==> src/rtl/pcl_regs.vh <==
// Constants for the parallel configuration loader
// Assumes inclusion by bare name from rtl/
`ifndef PCL_REGS_VH
`define PCL_REGS_VH
`define PCL_DATA_W        32
`define PCL_FIFO_DEPTH    8
`define PCL_FIFO_AW       3
`define PCL_POR_NS        1000
`define PCL_CLK_NS        25
`define PCL_POR_CYC       ((`PCL_POR_NS + `PCL_CLK_NS - 1) / `PCL_CLK_NS)
`define PCL_CNT_W         16
`define PCL_RATIO_PLAIN   4'h1
`define PCL_RATIO_COMP    4'h4
`define PCL_RATIO_SEC     4'h4
`define PCL_RATIO_BOTH    4'h8
`define PCL_TAIL_EDGES    2'h2
`define PCL_OPT_INIT_BIT  0
`define PCL_OPT_WORD      16'h0000
`define PCL_IMG_WORDS     16'h0010
`define PCL_ONE16         16'h0001
`define PCL_ONE4          4'h1
`endif

==> src/rtl/pcl_fifo.v <==
// Word FIFO between configuration capture and the image sink
// Assumes one clock domain with the loader core
`timescale 1ns/1ps
module pcl_fifo #(
  parameter WIDTH = 32,
  parameter DEPTH = 8,
  parameter AW    = 3
) (
  input  wire             i_sys_clk,
  input  wire             i_rst,
  input  wire             i_ce,
  input  wire             i_flush,
  input  wire             i_in_valid,
  output wire             o_in_ready,
  input  wire [WIDTH-1:0] i_in_data,
  output wire             o_out_valid,
  input  wire             i_out_ready,
  output wire [WIDTH-1:0] o_out_data
);
  reg [WIDTH-1:0] mem_r [0:DEPTH-1];
  reg [AW-1:0]    wr_r;
  reg [AW-1:0]    rd_r;
  reg [AW:0]      cnt_r;
  wire            push;
  wire            pop;
  // Depth is a power of two, so the top count bit marks full
  assign o_in_ready  = ~cnt_r[AW];
  assign o_out_valid = (cnt_r != {(AW+1){1'b0}});
  assign o_out_data  = mem_r[rd_r];
  assign push        = i_in_valid & o_in_ready;
  assign pop         = o_out_valid & i_out_ready;
  always @(posedge i_sys_clk) begin
    if (i_rst || (i_ce && i_flush)) begin
      wr_r  <= {AW{1'b0}};
      rd_r  <= {AW{1'b0}};
      cnt_r <= {(AW+1){1'b0}};
    end else if (i_ce) begin
      if (push) begin
        mem_r[wr_r] <= i_in_data;
        wr_r        <= wr_r + {{(AW-1){1'b0}}, 1'b1};
      end
      if (pop)
        rd_r <= rd_r + {{(AW-1){1'b0}}, 1'b1};
      if (push && !pop)
        cnt_r <= cnt_r + {{AW{1'b0}}, 1'b1};
      else if (pop && !push)
        cnt_r <= cnt_r - {{AW{1'b0}}, 1'b1};
    end
  end
endmodule

==> src/rtl/pcl_loader.v <==
// Device-side fast parallel configuration loader
// Behaviour
// - User mode holds pins high; request restarts
// - Status held low for power-on delay
// - Load-complete low until image received
// - Configuration clock ignored after completion
// - Each word spans ratio-selected clock count
// - Load-complete rises after error-free image
// - Two falling edges start init, user mode
// - Init pin low once option word loaded with init bit set
// Assumes the host drives pins asynchronously; everything is resynchronised here.
`timescale 1ns/1ps
`include "pcl_regs.vh"
module pcl_loader (
  input  wire                   i_sys_clk,
  input  wire                   i_rst,
  input  wire                   i_ce,
  input  wire                   i_reconfig_request_n,
  input  wire                   i_cfg_clock,
  input  wire [`PCL_DATA_W-1:0] i_cfg_data,
  input  wire                   i_decompress_en,
  input  wire                   i_security_en,
  input  wire                   i_word_ready,
  output reg                    o_cfg_ready_low,
  output reg                    o_load_complete,
  output reg                    o_init_done,
  output reg                    o_init_done_oe,
  output reg                    o_user_io_en,
  output reg                    o_word_valid,
  output reg  [`PCL_DATA_W-1:0] o_word_data,
  output reg                    o_error
);
  // Loader states
  localparam ST_POR  = 3'h0;
  localparam ST_LOAD = 3'h1;
  localparam ST_TAIL = 3'h2;
  localparam ST_USER = 3'h3;
  localparam ST_ERR  = 3'h4;
  reg [2:0]             state_r;
  reg [`PCL_CNT_W-1:0]  por_r;
  reg [`PCL_CNT_W-1:0]  words_r;
  reg [3:0]             edge_r;
  reg [1:0]             tail_r;
  reg                   req_s0_r;
  reg                   req_s1_r;
  reg                   clk_s0_r;
  reg                   clk_s1_r;
  reg                   clk_d_r;
  reg [`PCL_DATA_W-1:0] dat_s0_r;
  reg [`PCL_DATA_W-1:0] dat_s1_r;
  reg                   dec_s0_r;
  reg                   dec_s1_r;
  reg                   sec_s0_r;
  reg                   sec_s1_r;
  reg                   fifo_flush_r;
  wire                  rise;
  wire                  fall;
  wire [3:0]            ratio;
  wire                  cap;
  wire                  f_in_ready;
  wire                  f_out_valid;
  wire [`PCL_DATA_W-1:0] f_out_data;
  assign rise  = clk_s1_r & ~clk_d_r;
  assign fall  = ~clk_s1_r & clk_d_r;
  assign ratio = (dec_s1_r && sec_s1_r) ? `PCL_RATIO_BOTH :
                 dec_s1_r ? `PCL_RATIO_COMP :
                 sec_s1_r ? `PCL_RATIO_SEC : `PCL_RATIO_PLAIN;
  // Word latched on the first rising edge of each ratio group; nothing after the last word
  assign cap   = (state_r == ST_LOAD) && rise && (edge_r == 4'h0) && (words_r != `PCL_IMG_WORDS);

  // Two-flop synchronisers for every host pin and strap
  always @(posedge i_sys_clk) begin
    if (i_rst) begin
      req_s0_r <= 1'b0;
      req_s1_r <= 1'b0;
      clk_s0_r <= 1'b0;
      clk_s1_r <= 1'b0;
      clk_d_r  <= 1'b0;
      dat_s0_r <= {`PCL_DATA_W{1'b0}};
      dat_s1_r <= {`PCL_DATA_W{1'b0}};
      dec_s0_r <= 1'b0;
      dec_s1_r <= 1'b0;
      sec_s0_r <= 1'b0;
      sec_s1_r <= 1'b0;
    end else if (i_ce) begin
      req_s0_r <= i_reconfig_request_n;
      req_s1_r <= req_s0_r;
      clk_s0_r <= i_cfg_clock;
      clk_s1_r <= clk_s0_r;
      clk_d_r  <= clk_s1_r;
      dat_s0_r <= i_cfg_data;
      dat_s1_r <= dat_s0_r;
      dec_s0_r <= i_decompress_en;
      dec_s1_r <= dec_s0_r;
      sec_s0_r <= i_security_en;
      sec_s1_r <= sec_s0_r;
    end
  end

  pcl_fifo #(
    .WIDTH (`PCL_DATA_W),
    .DEPTH (`PCL_FIFO_DEPTH),
    .AW    (`PCL_FIFO_AW)
  ) u_fifo (
    .i_sys_clk   (i_sys_clk),
    .i_rst       (i_rst),
    .i_ce        (i_ce),
    .i_flush     (fifo_flush_r),
    .i_in_valid  (cap),
    .o_in_ready  (f_in_ready),
    .i_in_data   (dat_s1_r),
    .o_out_valid (f_out_valid),
    .i_out_ready (i_word_ready),
    .o_out_data  (f_out_data)
  );

  always @(posedge i_sys_clk) begin
    if (i_rst) begin
      state_r         <= ST_POR;
      por_r           <= {`PCL_CNT_W{1'b0}};
      words_r         <= {`PCL_CNT_W{1'b0}};
      edge_r          <= 4'h0;
      tail_r          <= 2'h0;
      fifo_flush_r    <= 1'b1;
      o_cfg_ready_low <= 1'b0;
      o_load_complete <= 1'b0;
      o_init_done     <= 1'b0;
      o_init_done_oe  <= 1'b0;
      o_user_io_en    <= 1'b0;
      o_word_valid    <= 1'b0;
      o_word_data     <= {`PCL_DATA_W{1'b0}};
      o_error         <= 1'b0;
    end else if (i_ce) begin
      fifo_flush_r <= 1'b0;
      // Register stage keeps word outputs on flip-flops
      o_word_valid <= f_out_valid & i_word_ready;
      if (f_out_valid && i_word_ready)
        o_word_data <= f_out_data;
      // Restart from any state but ST_POR once the request pin goes low
      if (!req_s1_r && state_r != ST_POR) begin
        state_r         <= ST_POR;
        por_r           <= {`PCL_CNT_W{1'b0}};
        fifo_flush_r    <= 1'b1;
        o_cfg_ready_low <= 1'b0;
        o_load_complete <= 1'b0;
        o_init_done_oe  <= 1'b0;
        o_user_io_en    <= 1'b0;
        o_error         <= 1'b0;
      end else begin
        case (state_r)
          // Power-on delay, then wait for the request to be high
          ST_POR: begin
            o_load_complete <= 1'b0;
            if (por_r < `PCL_POR_CYC) begin
              por_r <= por_r + `PCL_ONE16;
            end else if (req_s1_r) begin
              o_cfg_ready_low <= 1'b1;
              words_r         <= {`PCL_CNT_W{1'b0}};
              edge_r          <= 4'h0;
              state_r         <= ST_LOAD;
            end
          end
          ST_LOAD: begin
            // Pauses with the clock low simply produce no edges
            // Edge group counter wraps at the selected ratio
            if (rise) begin
              edge_r <= (edge_r + `PCL_ONE4 >= ratio) ? 4'h0 : edge_r + `PCL_ONE4;
            end
            if (cap) begin
              // Overflow: status drops and the load is abandoned
              if (!f_in_ready) begin
                o_cfg_ready_low <= 1'b0;
                o_error         <= 1'b1;
                state_r         <= ST_ERR;
              end else begin
                words_r <= words_r + `PCL_ONE16;
                if (words_r == `PCL_OPT_WORD && dat_s1_r[`PCL_OPT_INIT_BIT]) begin
                  o_init_done    <= 1'b0;
                  o_init_done_oe <= 1'b1;
                end
              end
            end
            // Flag rises when the last word's clock group has ended
            if (fall && (edge_r == 4'h0) && (words_r == `PCL_IMG_WORDS)) begin
              o_load_complete <= 1'b1;
              tail_r          <= 2'h0;
              state_r         <= ST_TAIL;
            end
          end
          ST_TAIL: begin
            // Two falls after the flag start initialisation
            if (fall) begin
              tail_r <= tail_r + 2'h1;
              if (tail_r + 2'h1 == `PCL_TAIL_EDGES) begin
                state_r        <= ST_USER;
                o_user_io_en   <= 1'b1;
                o_init_done_oe <= 1'b0;
                o_init_done    <= 1'b1;
              end
            end
          end
          // Pins held high; clock edges are ignored here
          ST_USER: begin
            o_cfg_ready_low <= 1'b1;
            o_load_complete <= 1'b1;
          end
          ST_ERR: begin
            o_cfg_ready_low <= 1'b0;
          end
          default: begin
            state_r <= ST_POR;
          end
        endcase
      end
    end
  end
endmodule

==> config.mk <==
export PLATFORM = sky130hd
export DESIGN_NAME = pcl_loader
export DESIGN_NICKNAME = d
export VERILOG_FILES = /design/src/rtl/pcl_fifo.v /design/src/rtl/pcl_loader.v
export VERILOG_INCLUDE_DIRS = /design/src /design/src/rtl
export SDC_FILE = /design/constraint.sdc
export NUM_CORES = 1
export LEC_CHECK = 0
export BUFFER_PORTS_ARGS = -buffer_cell sky130_fd_sc_hd__buf_2
export CORE_MARGIN = 10
export CORE_UTILIZATION = 45
export CTS_CLUSTER_DIAMETER = 120
export DETAILED_ROUTE_END_ITERATION = 16
export GPL_TIMING_DRIVEN = 0
export HOLD_SLACK_MARGIN = 0.1
export PLACE_DENSITY = 0.62
export SLEW_MARGIN = 25
export SYNTH_ARGS = -nofsm -noshare
export SYNTH_HDL_FRONTEND = slang
export SYNTH_SLANG_ARGS = --single-unit
==> constraint.sdc <==
create_clock -name i_sys_clk -period 13.4 [get_ports i_sys_clk]
set_input_delay 4.02 -clock i_sys_clk [delete_from_list [all_inputs] [get_ports i_sys_clk]]
set_output_delay 4.02 -clock i_sys_clk [all_outputs]
set_load 0.05 [all_outputs]
After elaboration in Yosys (flattened, before gate mapping)
Memories as Yosys holds them, arrays and structs flattened. A register that Yosys moved wholly into a read port is not among the register bits.
Cells that the tools add are included.
{"block": "totals", "regBits": 132, "ramBits": 256, "inputBits": 40, "out_inout_bits": 39, "elab_cells": 188, "mem_count": 1}
{"block": "op_classes", "addsub": 8, "n_lt_le_gt_ge": 2, "n_eq_ne": 28, "muxes": 63, "n_bitwise": 8, "n_reduce_logical": 51}
{"name": "u_fifo.mem_r", "depth": 8, "word_bits": 32, "read_ports": 1, "rd_clocked_by_memory_dff": 1, "wr": 1, "line": "pcl_fifo.v:20", "rtl": "reg [WIDTH-1:0] mem_r [0:DEPTH-1];"}
{"cell": "16-bit two-way mux", "count": 7}
{"cell": "16-bit by 1-bit adder with 16-bit output (second input constant)", "count": 2}
{"cell": "16-bit one-hot mux with 2 select lines", "count": 1}
{"cell": "3-bit two-way mux", "count": 10}
{"cell": "1-bit two-way mux", "count": 29}
{"cell": "4-bit two-way mux", "count": 7}
{"cell": "2-bit nonzero test", "count": 11}
{"cell": "16-bit by 5-bit == test with 1-bit output (second input constant)", "count": 1}
{"cell": "16-bit logical NOT", "count": 1}
{"cell": "16-bit by 6-bit < comparator with 1-bit output (second input constant)", "count": 1}
{"cell": "16-bit by 5-bit inequality test with 1-bit output (second input constant)", "count": 1}
{"cell": "8-bit AND reduction", "count": 2}
{"cell": "3-bit inequality test (second input constant)", "count": 5}
{"cell": "7-bit AND reduction", "count": 2}
{"cell": "1-bit logical AND", "count": 12}
{"cell": "2-bit inequality test (second input constant)", "count": 6}
{"cell": "3-bit by 1-bit inequality test with 1-bit output (second input constant)", "count": 4}
{"cell": "3-bit one-hot mux with 4 select lines", "count": 1}
{"cell": "6-bit AND reduction", "count": 2}
{"cell": "4-bit by 1-bit adder with 4-bit output (second input constant)", "count": 2}
{"cell": "2-bit by 1-bit inequality test with 1-bit output (second input constant)", "count": 4}
{"cell": "4-bit by 1-bit inequality test with 1-bit output (second input constant)", "count": 2}
{"cell": "4-bit one-hot mux with 2 select lines", "count": 1}
{"cell": "2-bit AND reduction", "count": 4}
{"cell": "other kinds (26)", "count": 42}

Logic depth before layout (Yosys ltp)
Gate-level depths: netlist of run 1.
{"block": "logic_depth", "ltp_word": 10, "depth_mapped": 15, "ltp_nobuf": 14}

Cells and area by module
Synthesis of run 1 repeated with hierarchy kept, for this count alone.
{"block": "unflattened", "hier_cells": 1162, "area_unflattened_um2": 16871.2}
{"mod": "pcl_fifo", "n_inst": 1, "cells_each": 446, "area_each_um2": 10425.0, "seq_area_each_um2": 7947.6}
{"mod": "pcl_loader", "n_inst": 1, "cells_each": 716, "area_each_um2": 6446.2, "seq_area_each_um2": 3083.0}

Worst setup path before layout of run 1
Ideal clock, no wire load.
{"block": "synth_path", "path_type": "input -> register", "start": "in i_ce", "end": "mem u_fifo.mem_r[1][0] (enable)", "setup_ps": 461, "arrival_time_ps": 7252, "required_time_ps": 12939, "setup_slack_ps": 5687, "cell_stages": 5, "path_buffers": 1, "cell_sequence": "clkbuf_1 > nor2b_1 > nand3_1 > or3_1 > nor3_1"}
{"block": "synth_via", "elab_chain_len": 4, "word_cells_on_any_way": 5, "classes_between": "mux (3); reduce/logical (2)"}
{"element": "start: declaration", "line": "pcl_loader.v:17", "rtl": "input wire i_ce,"}
{"element": "1-bit logical AND", "line": "pcl_fifo.v:33", "rtl": "if (i_rst || (i_ce && i_flush)) begin"}
{"element": "1-bit logical OR", "line": "pcl_fifo.v:33"}
{"element": "1-bit two-way mux *", "line": "pcl_fifo.v:33"}
{"element": "1-bit two-way mux (implied by the code) *", "line": "pcl_fifo.v:39", "rtl": "mem_r[wr_r] <= i_in_data;"}
{"element": "end: declaration", "line": "pcl_fifo.v:20"}
Every way passes the cells marked *; elsewhere a longest branch is shown, timed or not.

Worst setup path in the final report of run 1
{"block": "layout_path", "start": "in i_ce", "end": "mem u_fifo.mem_r[0][13] (enable)"}
The elaborated chain is that of the path after synthesis.

==> results of run 1 <==
==> metrics by stage <==
step | setup WS, ns | hold slack [ns]
5_1_grt | 6.814 | 0.4900
3_5_place_dp | 6.418 | 0.4474
3_3_place_gp | 2.984 | 0.4413
6_report | 7.010 | 0.4622
2_1_floorplan | 5.687 | 0.4302
4_1_cts | 7.000 | 0.4663
==> layout by cell type (no fill, tap or decap), types with 16 or more instances in the layout <==
master and count:
sky130_fd_sc_hd__nand2_1 27, sky130_fd_sc_hd__dfxtp_1 164, sky130_fd_sc_hd__buf_2 82, sky130_fd_sc_hd__ha_1 16, sky130_fd_sc_hd__mux4_2 64, sky130_fd_sc_hd__nand3_1 21, sky130_fd_sc_hd__a21oi_1 33, sky130_fd_sc_hd__clkbuf_1 52
sky130_fd_sc_hd__a211oi_1 35, sky130_fd_sc_hd__edfxtp_1 256, sky130_fd_sc_hd__mux2i_1 112, sky130_fd_sc_hd__clkbuf_16 44, sky130_fd_sc_hd__inv_1 19, sky130_fd_sc_hd__nor2_1 134
==> cell families (layout without fill, tap and decap cells) <==
group / Yosys count / in the layout / share of synthesized area, %
multiplexers: 177 / 177 / 15.62
XOR/XNOR: 9 / 9 / 0.4786
adder cells (fa/ha/maj): 17 / 17 / 1.337
AO/OA/AOI/OAI: 134 / 134 / 5.697
AND/OR/NAND/NOR: 274 / 274 / 8.150
buffers and inverters: 84 / 262 / 2.112
flip-flops: 420 / 420 / 66.60
==> Yosys cell counts, types with 8 or more instances <==
library cell	n
sky130_fd_sc_hd__edfxtp_1	256
sky130_fd_sc_hd__dfxtp_1	164
sky130_fd_sc_hd__nor2_1	140
sky130_fd_sc_hd__mux2i_1	112
sky130_fd_sc_hd__mux4_2	64
sky130_fd_sc_hd__clkbuf_1	42
sky130_fd_sc_hd__a211oi_1	35
sky130_fd_sc_hd__a21oi_1	33
sky130_fd_sc_hd__nand2_1	27
sky130_fd_sc_hd__nand3_1	21
sky130_fd_sc_hd__inv_1	19
sky130_fd_sc_hd__ha_1	16
sky130_fd_sc_hd__nand2b_1	15
sky130_fd_sc_hd__buf_1	14
sky130_fd_sc_hd__or4_1	12
sky130_fd_sc_hd__o21ai_0	11
sky130_fd_sc_hd__a31oi_1	8
sky130_fd_sc_hd__and2_1	8
sky130_fd_sc_hd__o31ai_1	8
==> metal layers <==
metal / wire (um) / global-route usage, % / share of wire (%)
met3: 2055 / 2.692 / 5.5
met4: 550 / 3.695 / 1.5
met1: 16800 / 23.23 / 45
met2: 18280 / 27.72 / 49
met5: 0 / 0 / 0
==> state kept, by name, summed over array words and instances, names as in the netlist, 2 cells and up <==
register      flops
por_r            16
u_fifo.rd_r       3
words_r          16
u_fifo.mem_r    256
edge_r            4
state_r           3
tail_r            2
dat_s1_r         32
dat_s0_r         32
o_word_data      32
u_fifo.wr_r       3
u_fifo.cnt_r      4
==> power groups by stage <==
stage | Combinational (mW) | Sequential, mW | Clock (mW)
after floorplan | 0.0327 | 1.41 | 0
after global placement | 0.0531 | 1.41 | 0
after detailed placement | 0.0540 | 1.41 | 0
after CTS | 0.0542 | 1.39 | 1.20
after global routing | 0.0589 | 1.39 | 1.25
final | 0.0535 | 1.39 | 1.18
==> final timing paths <==
check | start | endpoint | slack [ns] | depth (start not counted)
worst max-delay path | i_ce | u_fifo.mem_r[0][13] | 7.01 | 8
worst min-delay path | por_r[14] | por_r[14] | 0.46 | 1
worst max register to register | state_r[0] | u_fifo.mem_r[0][13] | 9.73 | 9
worst min register to register | por_r[14] | por_r[14] | 0.46 | 1
==> cell type report <==
class,count,area (sq um)
Clock buffer,63,1242
Clock inverter,17,172.7
Fill cell,2993,17050
Timing Repair Buffer,98,765.7
Sequential cell,420,10970
Multi-Input combinational cell,611,5209
Tap cell,468,585.6
Inverter,19,71.32
Buffer,65,279.0
==> insert_results.sql, run 1 <==
INSERT INTO impl_metrics (metric_group, metric, value, unit) VALUES
('detailed_routing', 'total_via_count_after_detailed_routing', '9739', ''),
('clock_network', 'htreeDepth', '2', ''),
('clock_network', 'postCtsSetupBuffers', '0', ''),
('die', 'fp.coreArea', '36350', 'sq um'),
('timing', 'fin_crit', '6.390', 'ns'),
('pwr', 'clkPwrFrac', '45.0', '%'),
('clock_network', 'cts_tree', 'yes', ''),
('logic_synthesis', 'mapped_cells', '1115', ''),
('detailed_routing', 'detailedRoute.firstPassIterationCount', '5', ''),
('pwr', 'cell_internal_pwr', '2.082', 'mW'),
('setup_path', 'cp-start-kind', 'input port', ''),
('min_path', 'worstHoldPathType', 'reg -> reg', ''),
('pwr', 'seqPwrFrac', '52.9', '%'),
('finish', 'final_util', '53.09', '%'),
('logic_synthesis', 'synth.area.top_cells', 'sky130_fd_sc_hd__edfxtp_1 (47%), sky130_fd_sc_hd__dfxtp_1 (20%), sky130_fd_sc_hd__mux4_2 (8.8%), sky130_fd_sc_hd__mux2i_1 (6.8%), sky130_fd_sc_hd__nor2_1 (3.2%)', ''),
('clock_network', 'cts_root_buf', 'sky130_fd_sc_hd__clkbuf_16', ''),
('clock_network', 'post_cts_hold_buffer_count', '0', ''),
('timing', 'tightestPinTransition', '1.034', 'ns'),
('timing', 'layout_worst_path_cycle_share', '47.69', '%'),
('clock_network', 'tritoncts_num_sinks', '420', ''),
('pwr', 'design_power_total', '2.620', 'mW'),
('detailed_routing', 'vias_per_cell', '5.530', ''),
('grt', 'grt_start_max_net_pins', '18', ''),
('die', 'num_rows', '70', ''),
('placement', 'hpwl', '25280', 'um'),
('timing', 'timing.final.setup_violations', '0', ''),
('logic_synthesis', 'synth_nets', '1172', ''),
('setup_path', 'cp_data_required_time', '13.67', 'ns'),
('logic_synthesis', 'synth_seq_cells', '420', ''),
('run', 'timing.max_cap.violations', '0', ''),
('pwr', 'power.net_switching', '0.5389', 'mW'),
('placement', 'numPlacedInstances', '1681', ''),
('clock_network', 'cts-buffers-inserted', '43', ''),
('timing', 'fin_skew', '0.02071', 'ns'),
('setup_path', 'crit_path_cell_trace', 'clkbuf_1 -> nor2b_1 -> nand3_1 -> or3_1 -> nor3_2 -> buf_4 -> buf_4 -> buf_4', ''),
('finish', 'layout_cells_sized_above_1', '19.72', '%'),
('clock_network', 'clock_insertion_delay_worst_skew', '0.56', 'ns'),
('logic_synthesis', 'synth.lib_cells_used.distinct', '67', ''),
('die', 'floorplan.initialDensity', '45.32', '%'),
('setup_path', 'worstPathMaxFanout', '10', ''),
('finish', 'final_area', '19300', 'sq um'),
('setup_path', 'critical_path.top_delay_family', 'simple AND/OR/NAND/NOR gates', ''),
('outcome', 'status', 'completed', ''),
('pwr', 'largest_voltage_drop_on_the_vdd_net', '0.00008394', 'V'),
('grt', 'first_global_vias', '9712', ''),
('die', 'dieArea', '44660', 'sq um'),
('die', 'io-pin-count', '79', ''),
('pwr', 'p_comb_share', '2.0', '%'),
('logic_synthesis', 'synth.yosys.seq_area_share', '66.60', '%'),
('clock_network', 'cts_repair_resize_count', '0', ''),
('timing', 'sum_of_negative_setup_slack', '0', 'ns'),
('pwr', 'swShare', '20.56', '%'),
('timing', 'slew_violations', '0', ''),
('logic_synthesis', 'yosys.area.top_type', 'sky130_fd_sc_hd__edfxtp_1', ''),
('finish', 'final_cells', '1761', ''),
('detailed_routing', 'wire_per_inst', '21.40', 'um'),
('setup_path', 'crit_path_frequent_cell', 'sky130_fd_sc_hd__buf_4', ''),
('finish', 'layout-area-overhead-vs-synth', '17.14', '%'),
('setup_path', 'critPathSlowestCell', 'sky130_fd_sc_hd__nor3_2', ''),
('clock_network', 'cts_buffer_depth', '3', ''),
('logic_synthesis', 'syn-cell-area', '16470', 'sq um'),
('setup_path', 'timing_worst_setup_path_type', 'in -> reg', ''),
('grt', 'global_route_wire_length_before_repair', '58050', 'um'),
('setup_path', 'endpoint_kind', 'flop', ''),
('grt', 'number_of_antenna_violations_at_the_first_check_in_global_routing', '0', ''),
('grt', 'groute.usage.overall', '16.89', '%'),
('finish', 'n_diodes', '0', ''),
('logic_synthesis', 'ys_dominant_reg_cell', 'sky130_fd_sc_hd__edfxtp_1', ''),
('detailed_routing', 'final_antenna_net_count', '0', ''),
('setup_path', 'cp.arrival', '6.66', 'ns'),
('logic_synthesis', 'asyncSetResetFlopFracSynth', '0', '%');
Note: power is estimated with default switching activity, not from simulation.
==> run 2: changes to the inputs <==
- ABC_AREA: not set -> 1
- PLACE_DENSITY: 0.62 -> 0.65
- clock period: 13.4 -> 5.8 ns (I/O delays scaled with it)
==> run 2 against run 1 <==
Compared with the run above:
- die area increased by 1.1%
- register-to-register slack worse by 6.9 ns
- largest power group unchanged
- clock power increased by 130%
- via count grew 30%
- critical endpoint is now u_fifo.mem_r[3][21]
- first-iteration DRC count increased by 40%
- synthesized cell count grew 46%
- global-route usage grew 3.5 points
- core utilization about the same
- critical path depth shrank 1
==> insert_results.sql, run 2 <==
INSERT INTO impl_metrics (metric_group, metric, value, unit) VALUES
('outcome', 'status', 'completed', ''),
('die', 'die_x', '212.5', 'um'),
('clock_network', 'cts_buffer_depth', '3', ''),
('placement', 'number_of_buffer_cells_added_on_primary_ports', '78', ''),
('grt', 'grt_start_max_net_pins', '21', ''),
('setup_path', 'timing_worst_setup_path_type', 'in -> reg', ''),
('setup_path', 'worstPathMaxFanout', '17', ''),
('timing', 'fin_crit', '3.970', 'ns'),
('clock_network', 'post_cts_hold_buffer_count', '0', ''),
('logic_synthesis', 'synth-edff-count', '256', ''),
('finish', 'max_ffs_per_register', '256', ''),
('timing', 'fmax', '251.9', 'MHz'),
('pwr', 'pwr_density_cell', '317.1', 'nW/um^2'),
('setup_path', 'cp-start-kind', 'input port', ''),
('clock_network', 'postCtsSetupBuffers', '0', ''),
('clock_network', 'cts_root_buf', 'sky130_fd_sc_hd__clkbuf_16', ''),
('die', 'die-height', '212.5', 'um'),
('clock_network', 'clock_insertion_delay_worst_skew', '0.55', 'ns'),
('finish', 'multi_input_comb_area', '5100', 'sq um'),
('logic_synthesis', 'syn_avg_cell_area', '10.26', 'sq um'),
('die', 'io-pin-count', '79', ''),
('detailed_routing', 'vias_per_cell', '5.584', ''),
('grt', 'first_global_vias', '12443', ''),
('logic_synthesis', 'yosysWarnings', '0', ''),
('die', 'num_rows', '70', ''),
('min_path', 'worstHoldPathType', 'reg -> reg', ''),
('min_path', 'hold-path-cell-count', '2', ''),
('logic_synthesis', 'ys_dominant_reg_cell', 'sky130_fd_sc_hd__edfxtp_1', ''),
('logic_synthesis', 'synth_seq_cells', '420', ''),
('detailed_routing', 'remaining_drc_errors', '0', ''),
('clock_network', 'clkSlewWorstSetupHoldPaths', '0.06', 'ns'),
('logic_synthesis', 'synth.area.top_cells', 'sky130_fd_sc_hd__edfxtp_1 (46%), sky130_fd_sc_hd__dfxtp_1 (20%), sky130_fd_sc_hd__o21ai_0 (8.3%), sky130_fd_sc_hd__nor2_1 (7.9%), sky130_fd_sc_hd__nand2_1 (3.1%)', ''),
('grt', 'grt-ovfl-total', '0', ''),
('finish', 'final-seq-area', '10970', 'sq um'),
('logic_synthesis', 'synth.lib_cells_used.distinct', '36', ''),
('logic_synthesis', 'synth_largest_type_area_fraction', '46.08', '%'),
('finish', 'fill_cells', '3160', ''),
('logic_synthesis', 'most_frequent_cell_after_synthesis', 'sky130_fd_sc_hd__nor2_1', ''),
('timing', 'tightestPinTransition', '0.8043', 'ns'),
('detailed_routing', 'topRoutingLayerUsed', 'met4', ''),
('clock_network', 'cts_tree', 'yes', ''),
('timing', 'fin_skew', '0.02149', 'ns'),
('timing', 'slew_headroom', '46.38', '%'),
('pwr', 'largest_voltage_drop_on_the_vdd_net', '0.0001867', 'V'),
('setup_path', 'cp.arrival', '4.20', 'ns'),
('finish', 'final_cells', '2263', ''),
('finish', 'regMostFlops', 'u_fifo.mem_r', ''),
('detailed_routing', 'wire_per_inst', '20.36', 'um'),
('logic_synthesis', 'mapped_cells', '1626', ''),
('detailed_routing', 'route.final.wire_length', '46080', 'um'),
('logic_synthesis', 'netlist_top_cells_count', 'sky130_fd_sc_hd__nor2_1 (351), sky130_fd_sc_hd__o21ai_0 (275), sky130_fd_sc_hd__edfxtp_1 (256)', ''),
('finish', 'final_util', '53.11', '%'),
('detailed_routing', 'total_via_count_after_detailed_routing', '12637', ''),
('logic_synthesis', 'asyncSetResetFlopFracSynth', '0', '%'),
('die', 'dieArea', '45170', 'sq um'),
('finish', 'layout_cells_sized_above_1', '11.92', '%'),
('setup_path', 'timing.reg2reg.worst_path_depth', '10', ''),
('detailed_routing', 'final_antenna_net_count', '0', ''),
('timing', 'timing.final.setup_violations', '0', ''),
('timing', 'layout_worst_path_cycle_share', '68.44', '%'),
('run', 'timing.max_cap.violations', '0', ''),
('grt', 'groute.usage.overall', '20.35', '%'),
('die', 'fp.coreArea', '36610', 'sq um'),
('clock_network', 'tritoncts_num_sinks', '420', ''),
('detailed_routing', 'met2WireLength', '22310', 'um'),
('timing', 'finalHoldViolCount', '0', ''),
('logic_synthesis', 'syn-cell-area', '16680', 'sq um'),
('logic_synthesis', 'synth_nets', '1683', ''),
('detailed_routing', 'drt_iter0_markers', '1039', ''),
('detailed_routing', 'detailedRoute.firstPassIterationCount', '5', ''),
('timing', 'slew_violations', '0', ''),
('die', 'floorplan.initialDensity', '45.56', '%'),
('clock_network', 'cts_repair_resize_count', '0', ''),
('clock_network', 'htreeDepth', '2', ''),
('grt', 'global_route_wire_length_before_repair', '71240', 'um'),
('finish', 'n_diodes', '0', ''),
('logic_synthesis', 'synth.yosys.seq_area_share', '65.77', '%'),
('detailed_routing', 'routed_met1_length', '19140', 'um'),
('setup_path', 'cp_data_required_time', '6.03', 'ns'),
('placement', 'hpwl', '31420', 'um'),
('logic_synthesis', 'yosys.area.top_type', 'sky130_fd_sc_hd__edfxtp_1', ''),
('finish', 'finish.net_count', '1817', ''),
('pwr', 'static-leakage-power', '7.096', 'nW'),
('grt', 'number_of_antenna_violations_at_the_first_check_in_global_routing', '0', ''),
('finish', 'layout_commonest_cell', 'sky130_fd_sc_hd__nor2_1', ''),
('finish', 'layout-area-overhead-vs-synth', '16.56', '%'),
('detailed_routing', 'met3WireLength', '3414', 'um'),
('clock_network', 'cts-buffers-inserted', '43', ''),
('placement', 'place.gp.congestion', '0.9384', ''),
('timing', 'setup_repair_after_global_routing_missed_its_margin', 'no', ''),
('placement', 'numPlacedInstances', '2183', ''),
('setup_path', 'endpoint_kind', 'flop', ''),
('finish', 'mostFrequentLayoutCells', 'sky130_fd_sc_hd__nor2_1 (343), sky130_fd_sc_hd__o21ai_0 (275), sky130_fd_sc_hd__edfxtp_1 (256)', '');
run 2: changes by cell type in the layout (fill, tap and decap cells not counted), sizes merged, moves of 18 or more:
cell	delta
mux4	-64
inv	+48
nor2	+216
o221ai	+32
nand2	+113
a211oi	-35
o22ai	+32
a21oi	+54
o21ai	+269
nand3	+28
mux2i	-112
clkbuf	+18
run 2: report_power, final:
part | internal (mW) | switching [mW]
clock | 1.64 | 1.13
sequential | 3.20 | 0.0501
combinational | 0.0458 | 0.0960
total | 4.89 | 1.27
run 2: cell families after synthesis:
kind of cell / synth area share (%)
flops: 65.77
buf+inv: 4.020
xor+xnor: 0.4201
compound gates: 14.30
simple gates: 14.18
fa+ha+maj: 1.320
run 2: per-layer routing:
| layer | vias up | track usage, % |
|---|---|---|
| met5 | - | 0 |
| met4 | 0 | 6.253 |
| met3 | 98 | 2.901 |
| met2 | 485 | 34.62 |
| met1 | 6066 | 26.31 |
| li1 | 5988 | - |
run 2: area by class of cell:
class	instances	area share [%]
plain buffers	97	2.156
clock buffers	59	6.210
clock inverters	21	1.152
inverters	67	1.293
multi-input cells	1042	26.23
flip-flops and latches	420	56.42
well taps	468	3.012
repair buffers	89	3.526
run 2: path summary, 6_finish.rpt:
kind | end | start | slack, ns
min | por_r[14] | por_r[14] | 0.44
max reg2reg | u_fifo.mem_r[3][21] | words_r[0] | 2.83
max | u_fifo.mem_r[3][21] | i_ce | 1.83
min reg2reg | por_r[14] | por_r[14] | 0.44
run 2: metrics by stage:
step	worst slack, ns	hold slack, ns	instance area [sq um]	TNS (ns)	power (mW)
finish	1.830	0.4360	19440	0	6.166
global route	1.711	0.4707	19440	0	6.332
CTS	1.844	0.4376	19440	0	6.194
detailed placement	1.343	0.4271	18010	0	3.457
global placement	-0.5499	0.4244	17660	-91.34	3.451
floorplan	1.507	0.4169	16680	0	3.380
run 2: critical path, stage by stage:
cell and delay (ns):
sky130_fd_sc_hd__buf_2 0.17, sky130_fd_sc_hd__buf_2 0.22, sky130_fd_sc_hd__a21oi_1 0.36, sky130_fd_sc_hd__clkbuf_1 0.48
sky130_fd_sc_hd__nand3_1 0.32, sky130_fd_sc_hd__nor2_4 0.64, sky130_fd_sc_hd__buf_16 0.25
